[config.mk]
export PLATFORM = sky130hd
export DESIGN_NAME = dwu_top
export DESIGN_NICKNAME = d
export VERILOG_FILES = /design/src/rtl/dwu_pkg.sv /design/src/rtl/dwu_top.sv
export SDC_FILE = /design/constraint.sdc
export NUM_CORES = 1
export LEC_CHECK = 0
export BUFFER_PORTS_ARGS = -buffer_cell sky130_fd_sc_hd__buf_4
export CORE_ASPECT_RATIO = 1.5
export CORE_MARGIN = 3
export CORE_UTILIZATION = 60
export DETAILED_ROUTE_END_ITERATION = 8
export PLACE_DENSITY = 0.86
export SKIP_LAST_GASP = 1
export SYNTH_ARGS = -nofsm -noshare
export SYNTH_HDL_FRONTEND = slang
export SYNTH_SLANG_ARGS = --single-unit
[constraint.sdc]
create_clock -name i_sys_clk -period 6 [get_ports i_sys_clk]
set_clock_uncertainty 0.1 [all_clocks]
set_input_delay 0.9 -clock i_sys_clk [delete_from_list [all_inputs] [get_ports i_sys_clk]]
set_output_delay 0.9 -clock i_sys_clk [all_outputs]
set_load 0.02 [all_outputs]
[src/rtl/dwu_pkg.sv]
// Package for the dual watchdog unit: register map, field layout, resets, timing.
// Assumes a 32-bit APB master and a single 250 MHz system clock.
package dwu_pkg;
   // Register byte offsets
   localparam logic [7:0] DWU_IND_KEY_OFS  = 8'h00;
   localparam logic [7:0] DWU_IND_PRE_OFS  = 8'h04;
   localparam logic [7:0] DWU_IND_RLD_OFS  = 8'h08;
   localparam logic [7:0] DWU_IND_STAT_OFS = 8'h0c;
   localparam logic [7:0] DWU_WIN_CTRL_OFS = 8'h10;
   localparam logic [7:0] DWU_WIN_CFG_OFS  = 8'h14;
   localparam logic [7:0] DWU_DBG_OFS      = 8'h18;
   localparam logic [7:0] DWU_INT_STAT_OFS = 8'h1c;
   localparam logic [7:0] DWU_INT_MASK_OFS = 8'h20;

   // Key codes written to the independent watchdog key register
   localparam logic [15:0] DWU_KEY_START  = 16'hcccc;
   localparam logic [15:0] DWU_KEY_RELOAD = 16'haaaa;

   // Field positions
   localparam int DWU_IND_CFG_TIMER_BIT = 12;
   localparam int DWU_WIN_EN_BIT        = 7;
   localparam int DWU_WIN_FREE_BIT      = 7;
   localparam int DWU_DBG_IND_BIT       = 0;
   localparam int DWU_DBG_WIN_BIT       = 1;
   localparam int DWU_INT_WIN_EWI_BIT   = 0;
   localparam int DWU_INT_IND_TMO_BIT   = 1;
   localparam int DWU_IND_RUN_BIT       = 12;

   // Reset values and the window early-warning count
   localparam logic [7:0]  DWU_IND_PRE_RST = 8'h00;
   localparam logic [11:0] DWU_IND_RLD_RST = 12'hfff;
   localparam logic [6:0]  DWU_WIN_CNT_RST = 7'h7f;
   localparam logic [6:0]  DWU_WIN_WIN_RST = 7'h7f;
   localparam logic [6:0]  DWU_WIN_EWI_VAL = 7'h40;

   // Timing
   localparam int DWU_SYS_CLK_MHZ   = 250;
   localparam int DWU_WIN_STEP_NS   = 16384;
   localparam int DWU_WIN_STEP_CYC  = DWU_WIN_STEP_NS * DWU_SYS_CLK_MHZ / 1000;

   typedef struct packed {
      logic        psel;
      logic        penable;
      logic        pwrite;
      logic [7:0]  paddr;
      logic [31:0] pwdata;
   } dwu_apb_req_t;
endpackage

[src/rtl/dwu_top.sv]
// Dual watchdog unit: independent watchdog on a low-speed tick, window watchdog on
// the system clock, APB register slave and one level interrupt.
// Assumes i_lsi_tick is a one-cycle pulse per low-speed RC period, synchronous here.
//
// Functional notes
// - Independent counter 12-bit behind 8-bit prescaler
// - Independent counter advances on RC tick only
// - Independent counter ignores low-power state
// - Independent watchdog resets or acts as timer
// - Option strap starts independent watchdog by hardware
// - Independent counter freezes on debug halt
// - Window counter 7-bit, may run freely
// - Window watchdog resets on bad service
// - Window counter runs from system clock
// - Window early warning interrupt before reset
// - Window counter freezes on debug halt
//
// The APB interface to the registers and the address map are this design's own decisions.
`timescale 1ns/1ns
module dwu_top
   import dwu_pkg::*;
#(
   parameter int WIN_STEP_CYC = DWU_WIN_STEP_CYC
) (
   input  wire logic         i_sys_clk,
   input  wire logic         i_rst,
   input  wire dwu_apb_req_t i_apb,
   input  wire logic         i_lsi_tick,
   input  wire logic         i_hw_start_opt,
   input  wire logic         i_dbg_halt,
   input  wire logic         i_low_power,
   output logic              o_pready,
   output logic [31:0]       o_prdata,
   output logic              o_pslverr,
   output logic              o_irq,
   output logic              o_rst_req
);
   // Register state
   logic [7:0]  ind_pre_reg,   ind_pre_next;
   logic [11:0] ind_rld_reg,   ind_rld_next;
   logic        ind_timer_reg, ind_timer_next;
   logic        ind_run_reg,   ind_run_next;
   logic [7:0]  ind_psc_reg,   ind_psc_next;
   logic [11:0] ind_cnt_reg,   ind_cnt_next;
   logic        win_en_reg,    win_en_next;
   logic        win_free_reg,  win_free_next;
   logic [6:0]  win_win_reg,   win_win_next;
   logic [6:0]  win_cnt_reg,   win_cnt_next;
   logic [31:0] win_div_reg,   win_div_next;
   logic [1:0]  dbg_reg,       dbg_next;
   logic [1:0]  int_stat_reg,  int_stat_next;
   logic [1:0]  int_mask_reg,  int_mask_next;
   logic        pready_reg,    pready_next;
   logic [31:0] prdata_reg,    prdata_next;
   logic        pslverr_reg,   pslverr_next;
   logic        irq_reg,       irq_next;
   logic        rst_req_reg,   rst_req_next;

   logic       acc;
   logic       wr;
   logic       rd;
   logic       ind_tick;
   logic       win_step;
   logic [1:0] ind_ev;
   logic [1:0] win_ev;
   logic [1:0] ev_set;
   logic       ind_rst;
   logic       win_rst;
   logic       stat_clr;
   // Unpacked so each generated process owns its own element
   logic       stat_bit_next [2];

   always_comb begin
      acc = i_apb.psel & i_apb.penable & ~pready_reg;
      wr  = acc & i_apb.pwrite;
      rd  = acc & ~i_apb.pwrite;
   end

   // Independent watchdog
   always_comb begin
      ind_pre_next   = ind_pre_reg;
      ind_rld_next   = ind_rld_reg;
      ind_timer_next = ind_timer_reg;
      ind_run_next   = ind_run_reg | i_hw_start_opt;
      ind_psc_next   = ind_psc_reg;
      ind_cnt_next   = ind_cnt_reg;
      ind_tick       = 1'b0;
      ind_ev         = 2'b00;
      ind_rst        = 1'b0;
      // Low power is deliberately not looked at here: the RC tick keeps going
      if (ind_run_reg && i_lsi_tick
          && !(i_dbg_halt && dbg_reg[DWU_DBG_IND_BIT])) begin
         if (ind_psc_reg == ind_pre_reg) begin
            ind_psc_next = 8'h00;
            ind_tick     = 1'b1;
         end else begin
            ind_psc_next = ind_psc_reg + 8'h01;
         end
      end
      if (ind_tick) begin
         if (ind_cnt_reg == 12'h000) begin
            ind_cnt_next = ind_rld_reg;
            if (ind_timer_reg) begin
               ind_ev[DWU_INT_IND_TMO_BIT] = 1'b1;
            end else begin
               ind_rst = 1'b1;
            end
         end else begin
            ind_cnt_next = ind_cnt_reg - 12'h001;
         end
      end
      if (wr) begin
         unique case (i_apb.paddr)
            DWU_IND_KEY_OFS: begin
               if (i_apb.pwdata[15:0] == DWU_KEY_START) begin
                  ind_run_next = 1'b1;
                  ind_cnt_next = ind_rld_reg;
                  ind_psc_next = 8'h00;
               end else if (i_apb.pwdata[15:0] == DWU_KEY_RELOAD) begin
                  ind_cnt_next = ind_rld_reg;
               end
            end
            DWU_IND_PRE_OFS: ind_pre_next = i_apb.pwdata[7:0];
            DWU_IND_RLD_OFS: begin
               // Timer mode sits above the 12-bit reload so every reload value stays usable
               ind_rld_next   = i_apb.pwdata[11:0];
               ind_timer_next = i_apb.pwdata[DWU_IND_CFG_TIMER_BIT];
            end
            default: ;
         endcase
      end
   end

   // Window watchdog
   // Kept apart from the independent side: its clock source differs in silicon
   always_comb begin
      win_en_next   = win_en_reg;
      win_ev        = 2'b00;
      win_rst       = 1'b0;
      win_free_next = win_free_reg;
      win_win_next  = win_win_reg;
      win_cnt_next  = win_cnt_reg;
      win_div_next  = win_div_reg;
      win_step      = 1'b0;
      // Stops with the system clock in low power, unlike the independent side
      if (win_en_reg && !i_low_power
          && !(i_dbg_halt && dbg_reg[DWU_DBG_WIN_BIT])) begin
         if (win_div_reg == 32'(WIN_STEP_CYC - 1)) begin
            win_div_next = 32'h0000_0000;
            win_step     = 1'b1;
         end else begin
            win_div_next = win_div_reg + 32'h0000_0001;
         end
      end
      if (win_step) begin
         win_cnt_next = win_cnt_reg - 7'h01;
         if (win_cnt_reg == DWU_WIN_EWI_VAL + 7'h01) begin
            win_ev[DWU_INT_WIN_EWI_BIT] = 1'b1;
         end
         if (win_cnt_reg == DWU_WIN_EWI_VAL && !win_free_reg) begin
            win_rst = 1'b1;
         end
      end
      if (wr) begin
         unique case (i_apb.paddr)
            DWU_WIN_CTRL_OFS: begin
               if (win_en_reg && !win_free_reg && win_cnt_reg > win_win_reg) begin
                  win_rst = 1'b1;
               end
               win_cnt_next = i_apb.pwdata[6:0];
               win_en_next  = win_en_reg | i_apb.pwdata[DWU_WIN_EN_BIT];
               win_div_next = 32'h0000_0000;
            end
            DWU_WIN_CFG_OFS: begin
               win_win_next  = i_apb.pwdata[6:0];
               win_free_next = i_apb.pwdata[DWU_WIN_FREE_BIT];
            end
            default: ;
         endcase
      end
   end

   // Bus slave and interrupt
   always_comb begin
      dbg_next      = dbg_reg;
      int_mask_next = int_mask_reg;
      stat_clr      = 1'b0;
      ev_set        = ind_ev | win_ev;
      rst_req_next  = ind_rst | win_rst;
      pready_next   = acc;
      prdata_next   = 32'h0000_0000;
      pslverr_next  = 1'b0;
      if (wr) begin
         unique case (i_apb.paddr)
            DWU_DBG_OFS:      dbg_next      = i_apb.pwdata[1:0];
            DWU_INT_MASK_OFS: int_mask_next = i_apb.pwdata[1:0];
            DWU_IND_KEY_OFS, DWU_IND_PRE_OFS, DWU_IND_RLD_OFS,
            DWU_WIN_CTRL_OFS, DWU_WIN_CFG_OFS, DWU_IND_STAT_OFS, DWU_INT_STAT_OFS: ;
            default: pslverr_next = 1'b1;
         endcase
      end
      if (rd) begin
         unique case (i_apb.paddr)
            DWU_IND_KEY_OFS:  prdata_next = 32'h0000_0000;
            DWU_IND_PRE_OFS:  prdata_next = {24'h000000, ind_pre_reg};
            DWU_IND_RLD_OFS:  prdata_next = {19'h00000, ind_timer_reg, ind_rld_reg};
            DWU_IND_STAT_OFS: prdata_next = {19'h00000, ind_run_reg, ind_cnt_reg};
            DWU_WIN_CTRL_OFS: prdata_next = {24'h000000, win_en_reg, win_cnt_reg};
            DWU_WIN_CFG_OFS:  prdata_next = {24'h000000, win_free_reg, win_win_reg};
            DWU_DBG_OFS:      prdata_next = {30'h00000000, dbg_reg};
            DWU_INT_STAT_OFS: begin
               prdata_next   = {30'h00000000, int_stat_reg};
               stat_clr      = 1'b1;
            end
            DWU_INT_MASK_OFS: prdata_next = {30'h00000000, int_mask_reg};
            default:          pslverr_next = 1'b1;
         endcase
      end
      irq_next      = |(int_stat_next & int_mask_reg);
   end

   // One sticky bit per event source; a new event in the read-clear cycle wins
   for (genvar g = 0; g < 2; g++) begin : g_stat
      always_comb begin
         stat_bit_next[g] = int_stat_reg[g];
         if (stat_clr) begin
            stat_bit_next[g] = 1'b0;
         end
         if (ev_set[g]) begin
            stat_bit_next[g] = 1'b1;
         end
      end
   end
   assign int_stat_next = {stat_bit_next[1], stat_bit_next[0]};

   // Independent watchdog state
   always_ff @(posedge i_sys_clk) begin
      if (i_rst) begin
         ind_pre_reg   <= DWU_IND_PRE_RST;
         ind_rld_reg   <= DWU_IND_RLD_RST;
         ind_timer_reg <= 1'b0;
         ind_run_reg   <= 1'b0;
         ind_psc_reg   <= 8'h00;
         ind_cnt_reg   <= DWU_IND_RLD_RST;
      end else begin
         ind_pre_reg   <= ind_pre_next;
         ind_rld_reg   <= ind_rld_next;
         ind_timer_reg <= ind_timer_next;
         ind_run_reg   <= ind_run_next;
         ind_psc_reg   <= ind_psc_next;
         ind_cnt_reg   <= ind_cnt_next;
      end
   end

   // Window watchdog state
   always_ff @(posedge i_sys_clk) begin
      if (i_rst) begin
         win_en_reg    <= 1'b0;
         win_free_reg  <= 1'b0;
         win_win_reg   <= DWU_WIN_WIN_RST;
         win_cnt_reg   <= DWU_WIN_CNT_RST;
         win_div_reg   <= 32'h0000_0000;
      end else begin
         win_en_reg    <= win_en_next;
         win_free_reg  <= win_free_next;
         win_win_reg   <= win_win_next;
         win_cnt_reg   <= win_cnt_next;
         win_div_reg   <= win_div_next;
      end
   end

   // Bus, interrupt and reset request state
   always_ff @(posedge i_sys_clk) begin
      if (i_rst) begin
         dbg_reg       <= 2'b00;
         int_stat_reg  <= 2'b00;
         int_mask_reg  <= 2'b00;
         pready_reg    <= 1'b0;
         prdata_reg    <= 32'h0000_0000;
         pslverr_reg   <= 1'b0;
         irq_reg       <= 1'b0;
         rst_req_reg   <= 1'b0;
      end else begin
         dbg_reg       <= dbg_next;
         int_stat_reg  <= int_stat_next;
         int_mask_reg  <= int_mask_next;
         pready_reg    <= pready_next;
         prdata_reg    <= prdata_next;
         pslverr_reg   <= pslverr_next;
         irq_reg       <= irq_next;
         rst_req_reg   <= rst_req_next;
      end
   end

   assign o_pready  = pready_reg;
   assign o_prdata  = prdata_reg;
   assign o_pslverr = pslverr_reg;
   assign o_irq     = irq_reg;
   assign o_rst_req = rst_req_reg;
endmodule

==> run metrics <==
Power Density 276.5 mW/mm²; Worst IR Drop VDD 0.2301 mV; CP Max Fanout 32; Starting Density 62.05%; Final Hold Vio Count 0; dominant cell type by area after synthesis dfxtp_1; grt ovf 0; Final Max Tran Viols 0; chip height 126.2 µm; vias post-DR 5477; max_cap viols 0; Area contributors post-synth dfxtp_1 (39%), nor2_1 (5.8%), nand3_1 (4.1%); ant diodes 0; Least-Margin Pin Slew 1081 ps; final RePlAce weighted congestion 0.9488; die area 0.01086 mm²; row count 43; Synth-to-Final Area Change 16.85%; worst skew pair latency 420 ps; slew margin rel. 27.66%; DR iter-0 viols 536; final antenna-violating net count 0; worst slack, placed 2388 ps; Leak Pwr 0.002697 µW; hold_buf cts 0; Multi-input gate area 0.003269 mm²; clock tree buffer depth 2; cts bufs inserted 17; Post-Synthesis Cell Area 0.005776 mm²; status finished clean; share of cells above drive strength 1 12.22%; # IOs 85; max reg flops 32; Post-synth top cells dfxtp_1 (113), nor2_1 (90), nand2_1 (52); filler cell count in the final layout 713; HPWL after DPL 11630 µm; Post-synth EDFFs 0; CP Capture Type register; CP arrival 3360 ps; Synth warnings 0; fmax 0.3119 GHz; # port buffers 49; first-pass GRT wire length 26280 µm; Util after Layout 72.51%; CTS sink cnt 113; largest net degree at the start of global routing 46; All-Layer GR Usage 30.55%; CTS tree done; startpoint types input pin; final WL 16140 µm; core area 0.009308 mm²; Resized cells post-CTS 0; Avg Vias per Cell 6.332; drt drc 0; setup violators final 0; Synth async-reset ratio 0%; DRT Pass-1 Iters 5; worst hold slack 387.8 ps; FF/Latch Area 0.002262 mm²; RSZ-0062 raised after global routing no; Clock Pin Slew Worst Setup and Hold Paths 60 ps; post-synth top area share 39.17%; H-tree depth 4; type of the tightest min-delay check register to register; Post-CTS Setup Repair Bufs 0; cells after synthesis 696; syn avg cell area 8.298 µm²; count leader, synth dfxtp_1; sequential area share after synthesis 39.17%; setup ws final 2794 ps; post-synthesis cell type count 57; Sum Neg Setup Slack 0 ps; non-filler cells, final 865; Yosys reg bits 113; number of global-route vias before repair 5343; Final Cycle Share 53.44%; worst path required time 6150 ps; Synth Flop Type dfxtp_1; placed insts 833; die span in x 86.11 µm; Clock Root Buffer clkbuf_16; DR WL/cell 18.65 µm; initial antenna violation count 0; kind of critical path input pin to register; fin nets 803; crit path time final 3206 ps
[critical path: stages]
cell,delay (ps)
buf_4,110
nand2b_1,240
or4_1,620
or4_1,550
nand2_1,800
nor2_1,130
[final cells by class]
| cell class | instances | area share, % |
|---|---|---|
| Sequential cell | 113 | 33.52 |
| Inverter | 18 | 1.001 |
| Clock buffer | 17 | 6.303 |
| Tap cell | 112 | 2.076 |
| Timing Repair Buffer | 53 | 5.895 |
| Multi-Input combinational cell | 537 | 48.44 |
| Clock inverter | 15 | 2.762 |
[path summary, 6_finish.rpt]
| check | from | endpoint | slack (ps) | cells past startpoint |
|---|---|---|---|---|
| worst min-delay path | win_win_reg[3] | win_win_reg[3] | 390 | 2 |
| worst min register to register | win_win_reg[3] | win_win_reg[3] | 390 | 2 |
| worst max register to register | win_div_reg[0] | win_div_reg[10] | 3000 | 6 |
| worst max-delay path | i_low_power | win_div_reg[10] | 2790 | 6 |
[stage by stage]
| step | area [µm²] | total power (µW) |
|---|---|---|
| after floorplan | 5843 | 824.4 |
| after global placement | 6137 | 849.2 |
| after detailed placement | 6137 | 851.0 |
| after CTS | 6749 | 1873 |
| after global routing | 6749 | 1917 |
| final | 6749 | 1866 |
[cell families after synthesis]
group                      synth area share (%)
DFF                                       39.17
xor gates and xnor gates                  6.672
muxes                                     3.466
other                                   0.06493
buffers and inverters                     5.481
adders and majority gates                 3.033
and+or+nand+nor                           28.40
AOI/OAI and AO/OA                         13.71
[report_power, final]
| part | switching, µW | internal [µW] |
|---|---|---|
| clock | 373 | 655 |
| combinational | 55.5 | 25.7 |
| sequential | 3.14 | 753 |
| total | 432 | 1430 |
[cells in the final DEF (no fill, tap or decap), drive strengths merged, types with 6 or more instances in the layout]
cell type / Yosys / routed
o21ai: 29 / 29
conb: 1 / 19
ha: 14 / 14
a22oi: 17 / 17
a21oi: 39 / 39
and4: 6 / 6
nand2: 52 / 52
or3: 10 / 10
inv: 18 / 20
buf: 24 / 53
or4: 7 / 7
xor2: 22 / 22
nand3: 47 / 47
nor3: 33 / 33
mux2i: 20 / 20
nor2: 90 / 90
dfxtp: 113 / 113
xnor2: 22 / 22
nand4: 15 / 15
clkinvlp: 0 / 7
and3: 8 / 8
clkbuf: 22 / 17
nor4: 19 / 19
a211oi: 6 / 6
nor4bb: 6 / 6
[metal layers]
| layer | share of wire, % | wire, µm | track usage [%] |
|---|---|---|---|
| met5 | 0 | 0 | 0 |
| met4 | 6.3 | 1015 | 18.64 |
| met3 | 5.9 | 959 | 7.068 |
| met2 | 53 | 8605 | 54.02 |
| met1 | 34 | 5553 | 31.96 |
No activity file was read; power rests on OpenSTA's default activity.
